--- config.mk ---
export PLATFORM = sky130hd
export DESIGN_NAME = mcr_core_regs
export DESIGN_NICKNAME = d
export VERILOG_FILES = /design/src/hdl/mcr_pkg.sv /design/src/hdl/mcr_parity.sv /design/src/hdl/mcr_bank_file.sv /design/src/hdl/mcr_core_regs.sv
export SDC_FILE = /design/constraint.sdc
export NUM_CORES = 1
export LEC_CHECK = 0
export BUFFER_PORTS_ARGS = -buffer_cell sky130_fd_sc_hd__buf_2
export CORE_MARGIN = 5
export CORE_UTILIZATION = 55
export CTS_BUF_LIST = sky130_fd_sc_hd__clkbuf_4 sky130_fd_sc_hd__clkbuf_8
export CTS_CLUSTER_DIAMETER = 200
export DETAILED_ROUTE_END_ITERATION = 12
export GPL_ROUTABILITY_DRIVEN = 0
export PLACE_DENSITY = 0.75
export SETUP_SLACK_MARGIN = 0.05
export SLEW_MARGIN = 10
export SYNTH_ARGS = -nofsm -noshare
export SYNTH_HDL_FRONTEND = slang
export SYNTH_SLANG_ARGS = --single-unit
--- constraint.sdc ---
create_clock -name core_clk -period 2.7 [get_ports core_clk]
set_input_delay 0.405 -clock core_clk [delete_from_list [all_inputs] [get_ports core_clk]]
set_output_delay 0.405 -clock core_clk [all_outputs]
set_load 0.02 [all_outputs]
--- src/hdl/mcr_pkg.sv ---
// Package of offsets, field positions and reset values for the core register block
package mcr_pkg;
  localparam logic [7:0] OFS_STACK_TOP   = 8'h81;
  localparam logic [7:0] OFS_DATA_POINTER_WORD_LOW    = 8'h82;
  localparam logic [7:0] OFS_DATA_POINTER_WORD_HIGH   = 8'h83;
  localparam logic [7:0] OFS_PROG_CTRL   = 8'h87;
  localparam logic [7:0] OFS_CORE_CFG    = 8'hAF;
  localparam logic [7:0] OFS_STATUS_WORD = 8'hD0;
  localparam logic [7:0] OFS_ACCUM       = 8'hE0;
  localparam logic [7:0] RST_STACK_TOP   = 8'h07;
  localparam logic [7:0] RST_DATA_POINTER_WORD_BYTE   = 8'h00;
  localparam logic [7:0] RST_PROG_CTRL   = 8'h00;
  localparam logic [7:0] RST_CORE_CFG    = 8'h80;
  localparam logic [7:0] RST_STATUS_WORD = 8'h00;
  localparam logic [7:0] RST_ACCUM       = 8'h00;
  localparam logic [15:0] RST_FETCH_ADDR = 16'h0000;
  localparam logic [7:0] RST_OPCODE      = 8'h00;
  localparam int BIT_BAUD_DOUBLER   = 7;
  localparam int BIT_UART_ENHANCE   = 6;
  localparam int BIT_SYNC_PORT_SEL  = 5;
  localparam int BIT_MOD_ENABLE     = 4;
  localparam int BIT_XRAM_HI        = 1;
  localparam int BIT_XRAM_LO        = 0;
  localparam int BIT_BANK_HI        = 4;
  localparam int BIT_BANK_LO        = 3;
  localparam int BIT_PARITY         = 0;
  localparam int XRAM_MOVE_BYTES    = 256;
  localparam logic [1:0] CYC_REG_OP = 2'h1;
  localparam logic [1:0] CYC_MEM_OP = 2'h2;
  typedef enum logic [1:0] {
    MCR_FLOW_STEP = 2'b00,
    MCR_FLOW_LOAD = 2'b01,
    MCR_FLOW_HOLD = 2'b10
  } mcr_flow_t;
endpackage : mcr_pkg

--- src/hdl/mcr_parity.sv ---
// Even parity generator for the accumulator
module mcr_parity
  import mcr_pkg::*;
#(
  parameter int WIDTH = 8
) (
  // Data
  input  wire logic [WIDTH-1:0] data,
  // Parity bit making the total set-bit count even
  output      logic             parity
);
  assign parity = ^data;
endmodule // mcr_parity

--- src/hdl/mcr_bank_file.sv ---
// Four banks of eight byte-wide working registers
module mcr_bank_file
  import mcr_pkg::*;
(
  // Clock and reset
  input  wire logic       core_clk,
  input  wire logic       rst_b,
  input  wire logic       clk_en,
  // Access
  input  wire logic [1:0] bank_sel,
  input  wire logic [2:0] reg_idx,
  input  wire logic       wr_en,
  input  wire logic [7:0] wr_data,
  // Read data of the addressed register in the active bank
  output      logic [7:0] rd_data
);
  logic [7:0] bank_mem [32];
  wire  [4:0] flat_addr = {bank_sel, reg_idx};
  assign rd_data = bank_mem[flat_addr];
  always_ff @(posedge core_clk or negedge rst_b) begin
    if (!rst_b) begin
      for (int i = 0; i < 32; i++) begin
        bank_mem[i] <= 8'h00;
      end
    end else if (clk_en && wr_en) begin
      bank_mem[flat_addr] <= wr_data;
    end
  end
endmodule // mcr_bank_file

--- src/hdl/mcr_core_regs.sv ---
// Basic core registers: fetch counter, opcode holder, banks, accumulator, pointers, config
module mcr_core_regs
  import mcr_pkg::*;
(
  // Clock, reset, enable
  input  wire logic        core_clk,
  input  wire logic        rst_b,
  input  wire logic        clk_en,
  // Special function register access
  input  wire logic [7:0]  sfr_addr,
  input  wire logic        sfr_wr,
  input  wire logic        sfr_rd,
  input  wire logic [7:0]  sfr_wdata,
  output      logic [7:0]  sfr_rdata,
  output      logic        sfr_hit,
  // Instruction flow from the sequencer
  input  wire logic        instr_done,
  input  wire logic [1:0]  instr_len,
  input  wire logic        branch_load,
  input  wire logic [15:0] branch_target,
  input  wire logic        opcode_load,
  input  wire logic [7:0]  opcode_in,
  // Working register and accumulator operations
  input  wire logic        acc_op_start,
  input  wire logic        acc_op_mem,
  input  wire logic [7:0]  acc_op_result,
  input  wire logic [2:0]  wreg_idx,
  input  wire logic        wreg_wr,
  input  wire logic [7:0]  wreg_wdata,
  output      logic [7:0]  wreg_rdata,
  // Architectural state
  output      logic [15:0] fetch_address_counter,
  output      logic [7:0]  opcode_holder,
  output      logic [7:0]  accum,
  output      logic [7:0]  status_word,
  output      logic [15:0] data_pointer_word,
  output      logic [7:0]  stack_top_pointer_reg,
  output      logic        acc_op_busy,
  // Configuration to peripherals
  output      logic        baud_doubler,
  output      logic        uart_enhance_enable,
  output      logic        sync_port_select,
  output      logic        modulation_enable,
  output      logic        external_move_enable
);
  logic [7:0]  data_pointer_low;
  logic [7:0]  data_pointer_high;
  logic [7:0]  program_control_reg;
  logic [7:0]  core_config_reg;
  logic [7:0]  status_hi;
  logic [1:0]  op_cnt;
  logic [7:0]  op_result;
  logic        parity_now;
  logic [7:0]  bank_rdata;
  mcr_flow_t   flow;

  // Decode of the special function space
  wire hit_sp   = (sfr_addr == OFS_STACK_TOP);
  wire hit_dpl  = (sfr_addr == OFS_DATA_POINTER_WORD_LOW);
  wire hit_dph  = (sfr_addr == OFS_DATA_POINTER_WORD_HIGH);
  wire hit_program_control_reg = (sfr_addr == OFS_PROG_CTRL);
  wire hit_cfg  = (sfr_addr == OFS_CORE_CFG);
  wire hit_psw  = (sfr_addr == OFS_STATUS_WORD);
  wire hit_acc  = (sfr_addr == OFS_ACCUM);
  wire any_hit  = hit_sp | hit_dpl | hit_dph | hit_program_control_reg | hit_cfg | hit_psw | hit_acc;
  wire wr_sp    = clk_en & sfr_wr & hit_sp;
  wire wr_dpl   = clk_en & sfr_wr & hit_dpl;
  wire wr_dph   = clk_en & sfr_wr & hit_dph;
  wire wr_program_control_reg  = clk_en & sfr_wr & hit_program_control_reg;
  wire wr_cfg   = clk_en & sfr_wr & hit_cfg;
  wire wr_psw   = clk_en & sfr_wr & hit_psw;
  wire wr_acc   = clk_en & sfr_wr & hit_acc;

  // Fetch counter has no software decode at all, only the flow inputs
  assign flow = branch_load ? MCR_FLOW_LOAD : (instr_done ? MCR_FLOW_STEP : MCR_FLOW_HOLD);
  wire [15:0] step_addr = fetch_address_counter + {14'h0000, instr_len};

  // One-cycle register ops finish at once; memory ops hold the accumulator a cycle
  wire        op_finish = (op_cnt == 2'h1);
  wire        reg_op_now = clk_en & acc_op_start & ~acc_op_mem & ~acc_op_busy;
  wire        mem_op_now = clk_en & acc_op_start & acc_op_mem & ~acc_op_busy;

  wire [7:0] rd_mux =
      hit_sp   ? stack_top_pointer_reg :
      hit_dpl  ? data_pointer_low :
      hit_dph  ? data_pointer_high :
      hit_program_control_reg ? program_control_reg :
      hit_cfg  ? core_config_reg :
      hit_psw  ? status_word :
      hit_acc  ? accum : 8'h00;

  mcr_parity #(
    .WIDTH (8)
  ) u_parity (
    .data   (accum),
    .parity (parity_now)
  );

  mcr_bank_file u_banks (
    .core_clk (core_clk),
    .rst_b    (rst_b),
    .clk_en   (clk_en),
    .bank_sel ({status_word[BIT_BANK_HI], status_word[BIT_BANK_LO]}),
    .reg_idx  (wreg_idx),
    .wr_en    (wreg_wr),
    .wr_data  (wreg_wdata),
    .rd_data  (bank_rdata)
  );

  // Status word with parity computed from the live accumulator
  assign status_word = {status_hi[7:1], parity_now};

  always_ff @(posedge core_clk or negedge rst_b) begin
    if (!rst_b) begin
      fetch_address_counter <= RST_FETCH_ADDR;
    end else if (clk_en) begin
      unique case (flow)
        MCR_FLOW_LOAD: fetch_address_counter <= branch_target;
        MCR_FLOW_STEP: fetch_address_counter <= step_addr;
        MCR_FLOW_HOLD: fetch_address_counter <= fetch_address_counter;
      endcase
    end
  end

  always_ff @(posedge core_clk or negedge rst_b) begin
    if (!rst_b) begin
      opcode_holder <= RST_OPCODE;
    end else if (clk_en && opcode_load) begin
      opcode_holder <= opcode_in;
    end
  end

  always_ff @(posedge core_clk or negedge rst_b) begin
    if (!rst_b) begin
      data_pointer_low  <= RST_DATA_POINTER_WORD_BYTE;
      data_pointer_high <= RST_DATA_POINTER_WORD_BYTE;
    end else begin
      if (wr_dpl) begin
        data_pointer_low <= sfr_wdata;
      end
      if (wr_dph) begin
        data_pointer_high <= sfr_wdata;
      end
    end
  end
  assign data_pointer_word = {data_pointer_high, data_pointer_low};

  always_ff @(posedge core_clk or negedge rst_b) begin
    if (!rst_b) begin
      stack_top_pointer_reg <= RST_STACK_TOP;
    end else if (wr_sp) begin
      stack_top_pointer_reg <= sfr_wdata;
    end
  end

  // Reserved bits kept as storage so software sees its own writes
  always_ff @(posedge core_clk or negedge rst_b) begin
    if (!rst_b) begin
      program_control_reg <= RST_PROG_CTRL;
      core_config_reg     <= RST_CORE_CFG;
    end else begin
      if (wr_program_control_reg) begin
        program_control_reg <= sfr_wdata;
      end
      if (wr_cfg) begin
        core_config_reg <= sfr_wdata;
      end
    end
  end

  always_ff @(posedge core_clk or negedge rst_b) begin
    if (!rst_b) begin
      status_hi <= RST_STATUS_WORD;
    end else if (wr_psw) begin
      status_hi <= sfr_wdata;
    end
  end

  // Accumulator: ALU result lands after one or two cycles; software write otherwise
  always_ff @(posedge core_clk or negedge rst_b) begin
    if (!rst_b) begin
      accum       <= RST_ACCUM;
      op_cnt      <= 2'h0;
      op_result   <= 8'h00;
      acc_op_busy <= 1'b0;
    end else if (clk_en) begin
      if (reg_op_now) begin
        accum <= acc_op_result;
      end else if (mem_op_now) begin
        op_result   <= acc_op_result;
        op_cnt      <= CYC_MEM_OP - CYC_REG_OP;
        acc_op_busy <= 1'b1;
      end else if (acc_op_busy && op_finish) begin
        accum       <= op_result;
        op_cnt      <= 2'h0;
        acc_op_busy <= 1'b0;
      end else if (wr_acc) begin
        accum <= sfr_wdata;
      end
    end
  end

  // Registered outputs toward software and peripherals
  always_ff @(posedge core_clk or negedge rst_b) begin
    if (!rst_b) begin
      sfr_rdata            <= 8'h00;
      sfr_hit              <= 1'b0;
      wreg_rdata           <= 8'h00;
      baud_doubler         <= 1'b0;
      uart_enhance_enable  <= 1'b0;
      sync_port_select     <= 1'b0;
      modulation_enable    <= 1'b0;
      external_move_enable <= 1'b0;
    end else if (clk_en) begin
      sfr_rdata            <= sfr_rd ? rd_mux : 8'h00;
      sfr_hit              <= (sfr_rd | sfr_wr) & any_hit;
      wreg_rdata           <= bank_rdata;
      baud_doubler         <= program_control_reg[BIT_BAUD_DOUBLER];
      uart_enhance_enable  <= core_config_reg[BIT_UART_ENHANCE];
      sync_port_select     <= core_config_reg[BIT_SYNC_PORT_SEL];
      modulation_enable    <= core_config_reg[BIT_MOD_ENABLE];
      external_move_enable <= core_config_reg[BIT_XRAM_HI] | core_config_reg[BIT_XRAM_LO];
    end
  end
endmodule // mcr_core_regs

# Word level (Yosys, flattened, before mapping)
# Index checks and enable logic that the tools add are counted.
# totals
reg_bits	369
output_inout_bits	87
word_cells	130
# classes
addsub	1
order_cmp	2
eq_ne	11
mux	25
n_bitwise	27
reduce_logical	12
# ops
op	count
bitwise mux 256 bit	1
two-way mux 8 bit	15
equality test 8 bit, second input constant	7
binary-select mux 8 bit (select 5 bit)	1
demux 8 bit (select 5 bit)	1
case mux 16 bit (2 select lines)	1
adder 16 x 2 -> 16 bit	1
AND 1 bit	14
AND reduction 3 bit	3
two-way mux 2 bit	4
OR 1 bit	8
XOR reduction 8 bit	1
>= comparator 6 bit, second input constant	1
< comparator 6 x 1 -> 1 bit, second input constant	1
inverter 5 -> 6 bit	1
equality test 2 x 1 -> 1 bit, second input constant	2
logical AND 1 bit	4
inverter 1 bit	4
nonzero test 3 bit	1
equality test 2 bit, second input constant	1
zero test 2 bit	1
two-way mux 1 bit	2
inequality test 2 bit, second input constant	1
AND reduction 2 bit	1
nonzero test 2 bit	1

# Longest topological paths before layout
# Gate-level depths: netlist of the first run.
# depth
ltp_word	9
mapped_depth	9
ltp_nobuf	7

# Hierarchy
# Synthesis of the first run repeated with hierarchy kept, for this count alone.
# hier_totals
hier_cells	1368
hier_area_um2	17380.4
# modules_own_cells
mod	instances	cells_per_inst	area_each_um2	seq_area_each_um2
mcr_bank_file	1	858	11910.2	6406.1
mcr_core_regs	1	503	5408.9	2757.6
mcr_parity	1	7	61.3	0.0

# Worst setup path after synthesis of the first run
# OpenSTA, ideal clock, no wires.
# synth_timing
kind	reg2reg
start	reg fetch_address_counter[0]
end	reg fetch_address_counter[14]
setup_time_ns	0.121
arrival_time_ns	1.980
required_ns	2.579
slack_ns	0.598
path_stages_with_launch	8
synth_period_minus_slack_ns	2.102
cell_sequence	dfrtp_1 > ha_1 > inv_1 > fa_1 > or3_1 > nor2_1 > a32oi_1 > o22a_1
# synth_between
elab_chain_cells	2
# synth_rtl
element	line	text
start: declaration	mcr_core_regs.sv:32	output logic [15:0] fetch_address_counter,
start signal: assignment	mcr_core_regs.sv:118	MCR_FLOW_LOAD: fetch_address_counter <= branch_target;
start signal: assignment	mcr_core_regs.sv:119	MCR_FLOW_STEP: fetch_address_counter <= step_addr;
start signal: assignment	mcr_core_regs.sv:120	MCR_FLOW_HOLD: fetch_address_counter <= fetch_address_counter;
adder 16 x 2 -> 16 bit	mcr_core_regs.sv:76	wire [15:0] step_addr = fetch_address_counter + {14'h0000, instr_len};
case mux 16 bit (2 select lines)	mcr_core_regs.sv:117	unique case (flow)
# No other way between the ends.
# A chain may end at the register's enable or synchronous reset.

# Worst setup path after layout of the first run
# layout_timing
start	reg status_hi[3]
end	reg u_banks.bank_mem[251] (netlist bit)
# layout_between
elab_chain_cells	6
elab_cells_between_ends	7
classes_between	2 x order compare; 3 x mux; 1 x bitwise; 1 x reduce/logical
# layout_rtl
element	line	text
start: declaration	mcr_core_regs.sv:50	logic [7:0] status_hi;
start signal: assignment	mcr_core_regs.sv:175	status_hi <= sfr_wdata;
inverter 5 -> 6 bit (implied by the code) (*)	mcr_bank_file.sv:26	bank_mem[flat_addr] <= wr_data;
>= comparator 6 bit (implied by the code) / < comparator 6 x 1 -> 1 bit (equally long branches)	mcr_bank_file.sv:26	
logical AND 1 bit (implied by the code)	mcr_bank_file.sv:26	
two-way mux 8 bit (implied by the code)	mcr_bank_file.sv:26	
demux 8 bit (select 5 bit) (*)	mcr_bank_file.sv:26	
bitwise mux 256 bit (*)	mcr_bank_file.sv:26	
end signal: indexed assignment	mcr_bank_file.sv:26	
end: declaration	mcr_bank_file.sv:17	logic [7:0] bank_mem [32];
# Mark *: on every way between the ends. The rest lies on a longest branch, timed or not.

==> results.env, run 1 <==
LARGEST_REG_FLOPS=256
CP.REQUIRED_PS=3180
GRT_MAX_DEGREE=89
R2R-END='u_banks.bank_mem[251]'
CRIT_PATH_TOP_DELAY_CELL='dfrtp_1'
N_ANTENNA_CELL=0
AVGVIACOUNTPERCELL=6.24
GRT_OVERFLOW_TOTAL=0
GRT_ANTENNA_BEFORE_REPAIR=0
FLOORPLAN.CORE_AREA_MM2=0.0313
CP-START-KIND='flip-flop'
SYNTH_AREA_LEADERS='dfrtp_1 52%, mux2_2 21%, mux4_2 5.7%'
POST-ROUTE-DRC-COUNT=0
IO-PIN-COUNT=159
WORST_PIN_SLEW_PS=761
CLOCK_SKEW_PS=30.0
POST_DRT_WL_PER_CELL_UM=23.4
SYNTH_CELL_TYPES=77
TOTAL_POWER_mW=13.6
FINALCRITPERIODSHARE=0.920
CTS_TREE='yes'
LARGESTREGISTERS='u_banks.bank_mem: 256 flops, fetch_address_counter: 16 flops'
LEAKAGE_nW=9.66
LARGEST_REGISTER='u_banks.bank_mem'
CTS.PATH.MAX_BUFFERS=3
GRT_SETUP_UNREPAIRED='false'
SYNTHESIS.INSTANCES=1279
YS_ASYNC_SR_FRACTION=1.00
LAYOUT-DRIVE-GT1-SHARE=0.482
CRIT_START='status_hi[3]'
GRT_FIRST_PASS_WIRELENGTH_UM=72400
SYNTH.YOSYS.WARNINGS=0
CLK_PIN_SLEW_PS=60
DPL_WORST_SLACK_PS=240
INSERTION_DELAY_PS=630
SETUP_TOTAL_NEGATIVE_SLACK_PS=0
NETLIST_AREA_MM2=0.0173
DRT-INITIAL-DRC-COUNT=1090
FINAL.FILL_COUNT=2302
YOSYSTOPAREACELL='dfrtp_1'
FINAL_ANTENNA_NET_COUNT=0
SYNTH_TOP_AREA_SHARE=0.523
END_KIND='flip-flop'
DIE_OUTLINE_AREA_MM2=0.0352
HOLD_CLASS='input port to flip-flop'
WORSTPATHMAXFANOUT=15
IR_DROP_mV=0.395
WORSTSETUPPATHTYPE='flip-flop to flip-flop'
TIMING.REG2REG.SETUP_SLACK_PS=220
DIE-HEIGHT_UM=188
PORTBUFFERS=158
DRV_SLEW=0
CRITICAL_REGISTER_TO_REGISTER_PATH_STARTPOINT='status_hi[3]'
MAXCLOCKFREQUENCY_MHz=403
POSTLAYOUTSETUPSLACKWORST_PS=217
FP-ROW-COUNT=65
NUMBER_OF_NETS_AT_THE_END_OF_THE_FLOW=1543
POST-DP-HPWL_UM=30300
CLOCK_TREE.HTREE_LEVEL_COUNT=2
GRT_PASS1_VIAS=12487
CTS_ROOT_BUFFER_TYPE='clkbuf_8'
FF2FF_PATH_DEPTH=5
AREA_GROWTH_SYN_TO_LAYOUT_PCT=16.1
CTS_RESIZED=0
SYNTH_ENABLE_FLOP_CELLS=0
FINAL_WL_UM=44800
CRIT_PATH_CELL_TRACE='buf_4 -> nor3_1 -> buf_4 -> nand2_1 -> mux2_2'
SYNTHFLOPTYPE='dfrtp_1'
MIN_DELAY_PATH_DEPTH=2
CTS.SINK_COUNT=366
AVGSYNTHCELLAREA_UM2=13.6
CPPEAKSTAGEDELAY_PS=620
RUN_STATUS='finished clean'
DIE_X_UM=188
SETUP.WORST_PATH.END='u_banks.bank_mem[251]'
FINAL_HOLD_VIOL_COUNT=0
WORST_REL_SLEW_SLACK=0.491
SYNTH.FF_LATCH_COUNT=366
VIA_COUNT=11966
CRITPATHARRIVALTIME_PS=2970
DRT_FIRST_PASS_ITERS=5
INITIAL_CORE_UTIL=0.554
CTS_BUFFERS=59
FIN_CRIT_PS=2480
GLOBALROUTETOTALUTIL=0.256
CAP_VIOL_MAX_COUNT=0
SETUP_VIOLATIONS_FINAL=0
YOSYSSEQAREASHARE=0.529
POWER_DENSITY_mW_PER_MM2=676
SYNTH_NETS=1354
CRITPATHMOSTFREQUENTCELL='buf_4'
[worst min-delay path by stage]
stage | start | slack, ps | to
2_1_floorplan | rst_b | 110 | accum[0]
3_3_place_gp | rst_b | 390 | u_banks.bank_mem[238]
3_5_place_dp | rst_b | 390 | u_banks.bank_mem[174]
4_1_cts | opcode_in[7] | 4 | opcode_holder[7]
5_1_grt | opcode_in[1] | 8 | opcode_holder[1]
6_report | opcode_in[7] | 30 | opcode_holder[7]
[cells in the final DEF (no fill, tap or decap), types with 24 or more instances in the layout]
| cell type | n |
|---|---|
| a21oi_1 | 44 |
| buf_2 | 155 |
| buf_4 | 43 |
| clkbuf_8 | 79 |
| dfrtp_1 | 362 |
| mux2_2 | 322 |
| mux2i_1 | 47 |
| mux4_2 | 44 |
| nand2_1 | 59 |
| nor2_1 | 24 |
| o22ai_1 | 26 |
[cells in the mapped netlist (5+ instances only)]
cell type / n
mux2_2: 322
nor3_1: 12
o21ai_0: 20
nor2b_1: 14
o22ai_1: 26
a21oi_1: 44
mux2i_1: 47
xnor2_1: 6
a222oi_1: 9
a22o_1: 17
nand3_1: 12
and3_1: 5
nand2_1: 59
buf_2: 21
a22oi_1: 14
o31ai_1: 5
inv_1: 22
nor2_4: 10
o22a_1: 6
dfrtp_1: 362
a221o_1: 5
nor2_2: 15
clkbuf_1: 47
nand4_1: 11
buf_4: 6
mux4_2: 44
nor2_1: 24
[routing by layer]
metal | share of wire | vias to the layer above | wire length [um] | global-route usage
met2 | 0.45 | 511 | 20300 | 0.387
met4 | 0.028 | 0 | 1250 | 0.0776
met5 | 0 | - | 0 | 0
met3 | 0.080 | 104 | 3600 | 0.0564
li1 | - | 5174 | - | -
met1 | 0.44 | 6177 | 19600 | 0.376
[what timing repair did]
item                                    in CTS  in global routing
setup buffers                                0                  0
endpoints found under the hold margin       54                  0
hold buffers                                 2                  0
endpoints found under the setup margin       0                  0
[kinds of logic after synthesis]
family                   synth area share
AND/OR/NAND/NOR                    0.0682
flip-flops                          0.529
adder cells (fa/ha/maj)           0.00260
buffers and inverters              0.0268
multiplexers                        0.295
XOR/XNOR                          0.00354
AO/OA/AOI/OAI                      0.0747
[layout make-up]
type / instances / area [um^2] / share of cell area
tap: 402 / 503 / 0.0250
sequential: 366 / 9160 / 0.455
inverter: 23 / 86.3 / 0.00429
clock buffer: 96 / 1210 / 0.0604
clock inverter: 13 / 174 / 0.00864
multi-input combinational: 810 / 7700 / 0.383
timing repair buffer: 208 / 1270 / 0.0633
[critical path: cells and delay by family, from the launching register on]
kind                   cells  cell delay (ps)
multiplexers               1              400
flip-flops                 1              620
AND/OR/NAND/NOR            2              810
buffers and inverters      2              520
[report_power, final]
part / total [mW] / internal [mW] / switching (mW)
Sequential: 6.23 / 5.91 / 0.317
Clock: 5.47 / 3.23 / 2.24
Combinational: 1.91 / 0.811 / 1.10
Total: 13.6 / 9.94 / 3.66
[through the flow]
step                cells  utilization  hold slack (ps)  cell area (um^2)
finish               1918        0.643             32.6             20100
global route         1918        0.643             8.04             20100
CTS                  1918        0.643             3.75             20100
detailed placement   1807        0.598              392             18700
global placement     1807        0.598              391             18700
floorplan            1279            -              109             17300
Power figures use the tool's default switching activity.
==> run 2: changes to the inputs <==
--- a/config.mk
+++ b/config.mk
@@ -6,13 +6,15 @@
 export NUM_CORES = 1
 export LEC_CHECK = 0
 export BUFFER_PORTS_ARGS = -buffer_cell sky130_fd_sc_hd__buf_2
+export CELL_PAD_IN_SITES_DETAIL_PLACEMENT = 0
+export CELL_PAD_IN_SITES_GLOBAL_PLACEMENT = 1
 export CORE_MARGIN = 5
-export CORE_UTILIZATION = 55
+export CORE_UTILIZATION = 51
 export CTS_BUF_LIST = sky130_fd_sc_hd__clkbuf_4 sky130_fd_sc_hd__clkbuf_8
 export CTS_CLUSTER_DIAMETER = 200
 export DETAILED_ROUTE_END_ITERATION = 12
 export GPL_ROUTABILITY_DRIVEN = 0
-export PLACE_DENSITY = 0.75
+export PLACE_DENSITY_LB_ADDON = 0.1
 export SETUP_SLACK_MARGIN = 0.05
 export SLEW_MARGIN = 10
 export SYNTH_ARGS = -nofsm -noshare
==> results.env, run 2 (synthesis results as in run 1) <==
RUN_STATUS='finished clean'
DIE_X_UM=194  # +3.6%
GRT_OVERFLOW_TOTAL=0  # unchanged
WORST_PIN_SLEW_PS=983  # +221 ps
FINAL_DESIGN_AREA_NO_FILL_MM2=0.0203  # +1.0%
POST-DP-HPWL_UM=32000  # +5.6%
FINAL-SEQ-AREA_MM2=0.00916  # unchanged
CP.REQUIRED_PS=2300  # -880 ps
CRITPATHMOSTFREQUENTCELL='xnor2_1'
CRITPATHARRIVALTIME_PS=2040  # -930 ps
POST-ROUTE-DRC-COUNT=0  # unchanged
CLOCK_TREE.HTREE_LEVEL_COUNT=2  # unchanged
CTS_TREE='yes'
FINISH.UTILIZATION=0.606  # -0.0366
INITIAL_CORE_UTIL=0.517  # -0.0367
CPPEAKSTAGEDELAY_PS=450  # -170 ps
DRV_SLEW=0  # unchanged
FP-ROW-COUNT=67  # +3.1%
FINALCRITPERIODSHARE=0.907  # -0.0129
GLOBALROUTETOTALUTIL=0.250  # -0.00630
AREA_GROWTH_SYN_TO_LAYOUT_PCT=17.2
WORSTSETUPPATHTYPE='flip-flop to output pin'
DRT-INITIAL-DRC-COUNT=760  # -30%
LARGESTREGISTERS='u_banks.bank_mem: 256 flops, fetch_address_counter: 16 flops'
MAXCLOCKFREQUENCY_MHz=408  # +1.4%
KIND_OF_CELL_ADDING_THE_MOST_DELAY_TO_THE_CRITICAL_PATH='XOR/XNOR gates'
CTS_RESIZED=0  # unchanged
LAYOUT.CELLS.NON_FILLER=1985  # +3.5%
IR_DROP_mV=0.440  # +11%
CAP_VIOL_MAX_COUNT=0  # unchanged
NUMBER_OF_NETS_AT_THE_END_OF_THE_FLOW=1563  # +1.3%
MOST-COMMON-LAYOUT-CELLS='362 x dfrtp_1, 322 x mux2_2, 155 x buf_2'
CTS_BUFFERS=61  # +3.4%
POWER_DENSITY_mW_PER_MM2=658  # -2.7%
WORSTPATHMAXFANOUT=4  # -11
GRT_ANTENNA_BEFORE_REPAIR=0  # unchanged
PORTBUFFERS=158  # unchanged
FINAL_HOLD_VIOL_COUNT=0  # unchanged
DP_CELLS=1857  # +2.8%
POST-CTS-SETUP-BUFFERS=0  # unchanged
GRT_SETUP_UNREPAIRED='false'
CTS.SINK_COUNT=366  # unchanged
CLK_PIN_SLEW_PS=60  # about the same
LAYOUT-DRIVE-GT1-SHARE=0.480  # -0.00202
LEAKAGE_nW=9.74  # +0.75%
DIE_OUTLINE_AREA_MM2=0.0378  # +7.4%
CRIT_PATH_CELL_TRACE='xor2_1 -> xnor2_1 -> xnor2_1 -> buf_2'
GRT_MAX_DEGREE=65  # -27%
AVGVIACOUNTPERCELL=5.93  # -4.9%
CTS_HOLD_BUF=16  # +14
CTS.PATH.MAX_BUFFERS=3  # unchanged
DIE-HEIGHT_UM=194  # +3.6%
VIA_COUNT=11773  # -1.6%
SETUP_TOTAL_NEGATIVE_SLACK_PS=0  # unchanged
INSERTION_DELAY_PS=650  # +20 ps
GRT_PASS1_VIAS=12381  # -0.85%
FINAL.FILL_COUNT=2756  # +20%
SETUP_VIOLATIONS_FINAL=0  # unchanged
MULTI_INPUT_COMB_AREA_MM2=0.00770  # unchanged
PLACEMENT_CELL_AREA_MM2=0.0188  # +0.60%
CTS_ROOT_BUFFER_TYPE='clkbuf_8'
WORST_REL_SLEW_SLACK=0.340  # -0.152
CRITPATHBUFINV=1  # -1
LARGEST_REGISTER='u_banks.bank_mem'
MOSTFREQUENTLAYOUTCELL='dfrtp_1'
LARGEST_REG_FLOPS=256  # unchanged
FINAL_ANTENNA_NET_COUNT=0  # unchanged
IO-PIN-COUNT=159  # unchanged
TOTAL_POWER_mW=13.4  # -1.7%
DRT_FIRST_PASS_ITERS=5  # unchanged
FIN_CRIT_PS=2450  # -34.8 ps
FLOORPLAN.CORE_AREA_MM2=0.0335  # +7.1%
N_ANTENNA_CELL=0  # unchanged
CLOCK_SKEW_PS=28.3  # -1.78 ps
HOLD_CLASS='input port to flip-flop'
END_KIND='output pin'
CRIT_PATH_TOP_DELAY_CELL='dfrtp_1'
POST_DRT_WL_PER_CELL_UM=23.7  # +1.3%
FINAL_WL_UM=47000  # +4.9%
CP-START-KIND='flip-flop'
GRT_FIRST_PASS_WIRELENGTH_UM=74400  # +2.7%
[run 2: changes by cell type in the layout (fill, tap and decap cells not counted), sizes merged]
cell	previous run	this run
dlygate4sd3	2	16
buf	206	210
bufinv	4	1
clkinv	6	7
clkinvlp	2	1
inv	24	25
clkbuf	96	101
[run 2: area by class of cell]
class                   instances  share of cell area
inverters                      23             0.00425
flip-flops and latches        366               0.451
multi-input cells             810               0.379
clock buffers                 101              0.0613
clock inverters                11             0.00443
repair buffers                226              0.0723
well taps                     448              0.0276
[run 2: routing by layer]
layer,track usage,wire (um)
met5,0,0
met4,0.0763,1270
met3,0.0466,2530
met2,0.393,22100
met1,0.358,21100
[run 2: worst paths after layout]
check / startpoint / end / slack, ps / cells past startpoint
setup / recovery: accum[0] / status_word[0] / 250 / 4
hold / removal: acc_op_result[3] / op_result[3] / 40 / 2
setup reg to reg: status_hi[4] / u_banks.bank_mem[106] / 410 / 3
hold reg to reg: u_banks.bank_mem[101] / u_banks.bank_mem[101] / 490 / 1
max in group asynchronous: rst_b / u_banks.bank_mem[33] / 1600 / 3
min in group asynchronous: rst_b / u_banks.bank_mem[59] / 330 / 2
[run 2: through the flow]
stage	worst slack [ps]	hold slack (ps)
after global routing	164	3.45
final	252	39.9
after CTS	162	2.95
after global placement	195	406
after floorplan	598	109
after detailed placement	176	406
[run 2: where the power goes]
part	total [mW]	switching, mW	internal [mW]
clock	5.23	2.23	3.00
combinational	1.93	1.10	0.830
sequential	6.22	0.310	5.91
total	13.4	3.64	9.74
[run 2: worst reg2reg max path, stage by stage, from the launching register on]
cell and delay, ps:
dfrtp_1 720, or3b_2 660, nor2_2 410, mux2_2 390
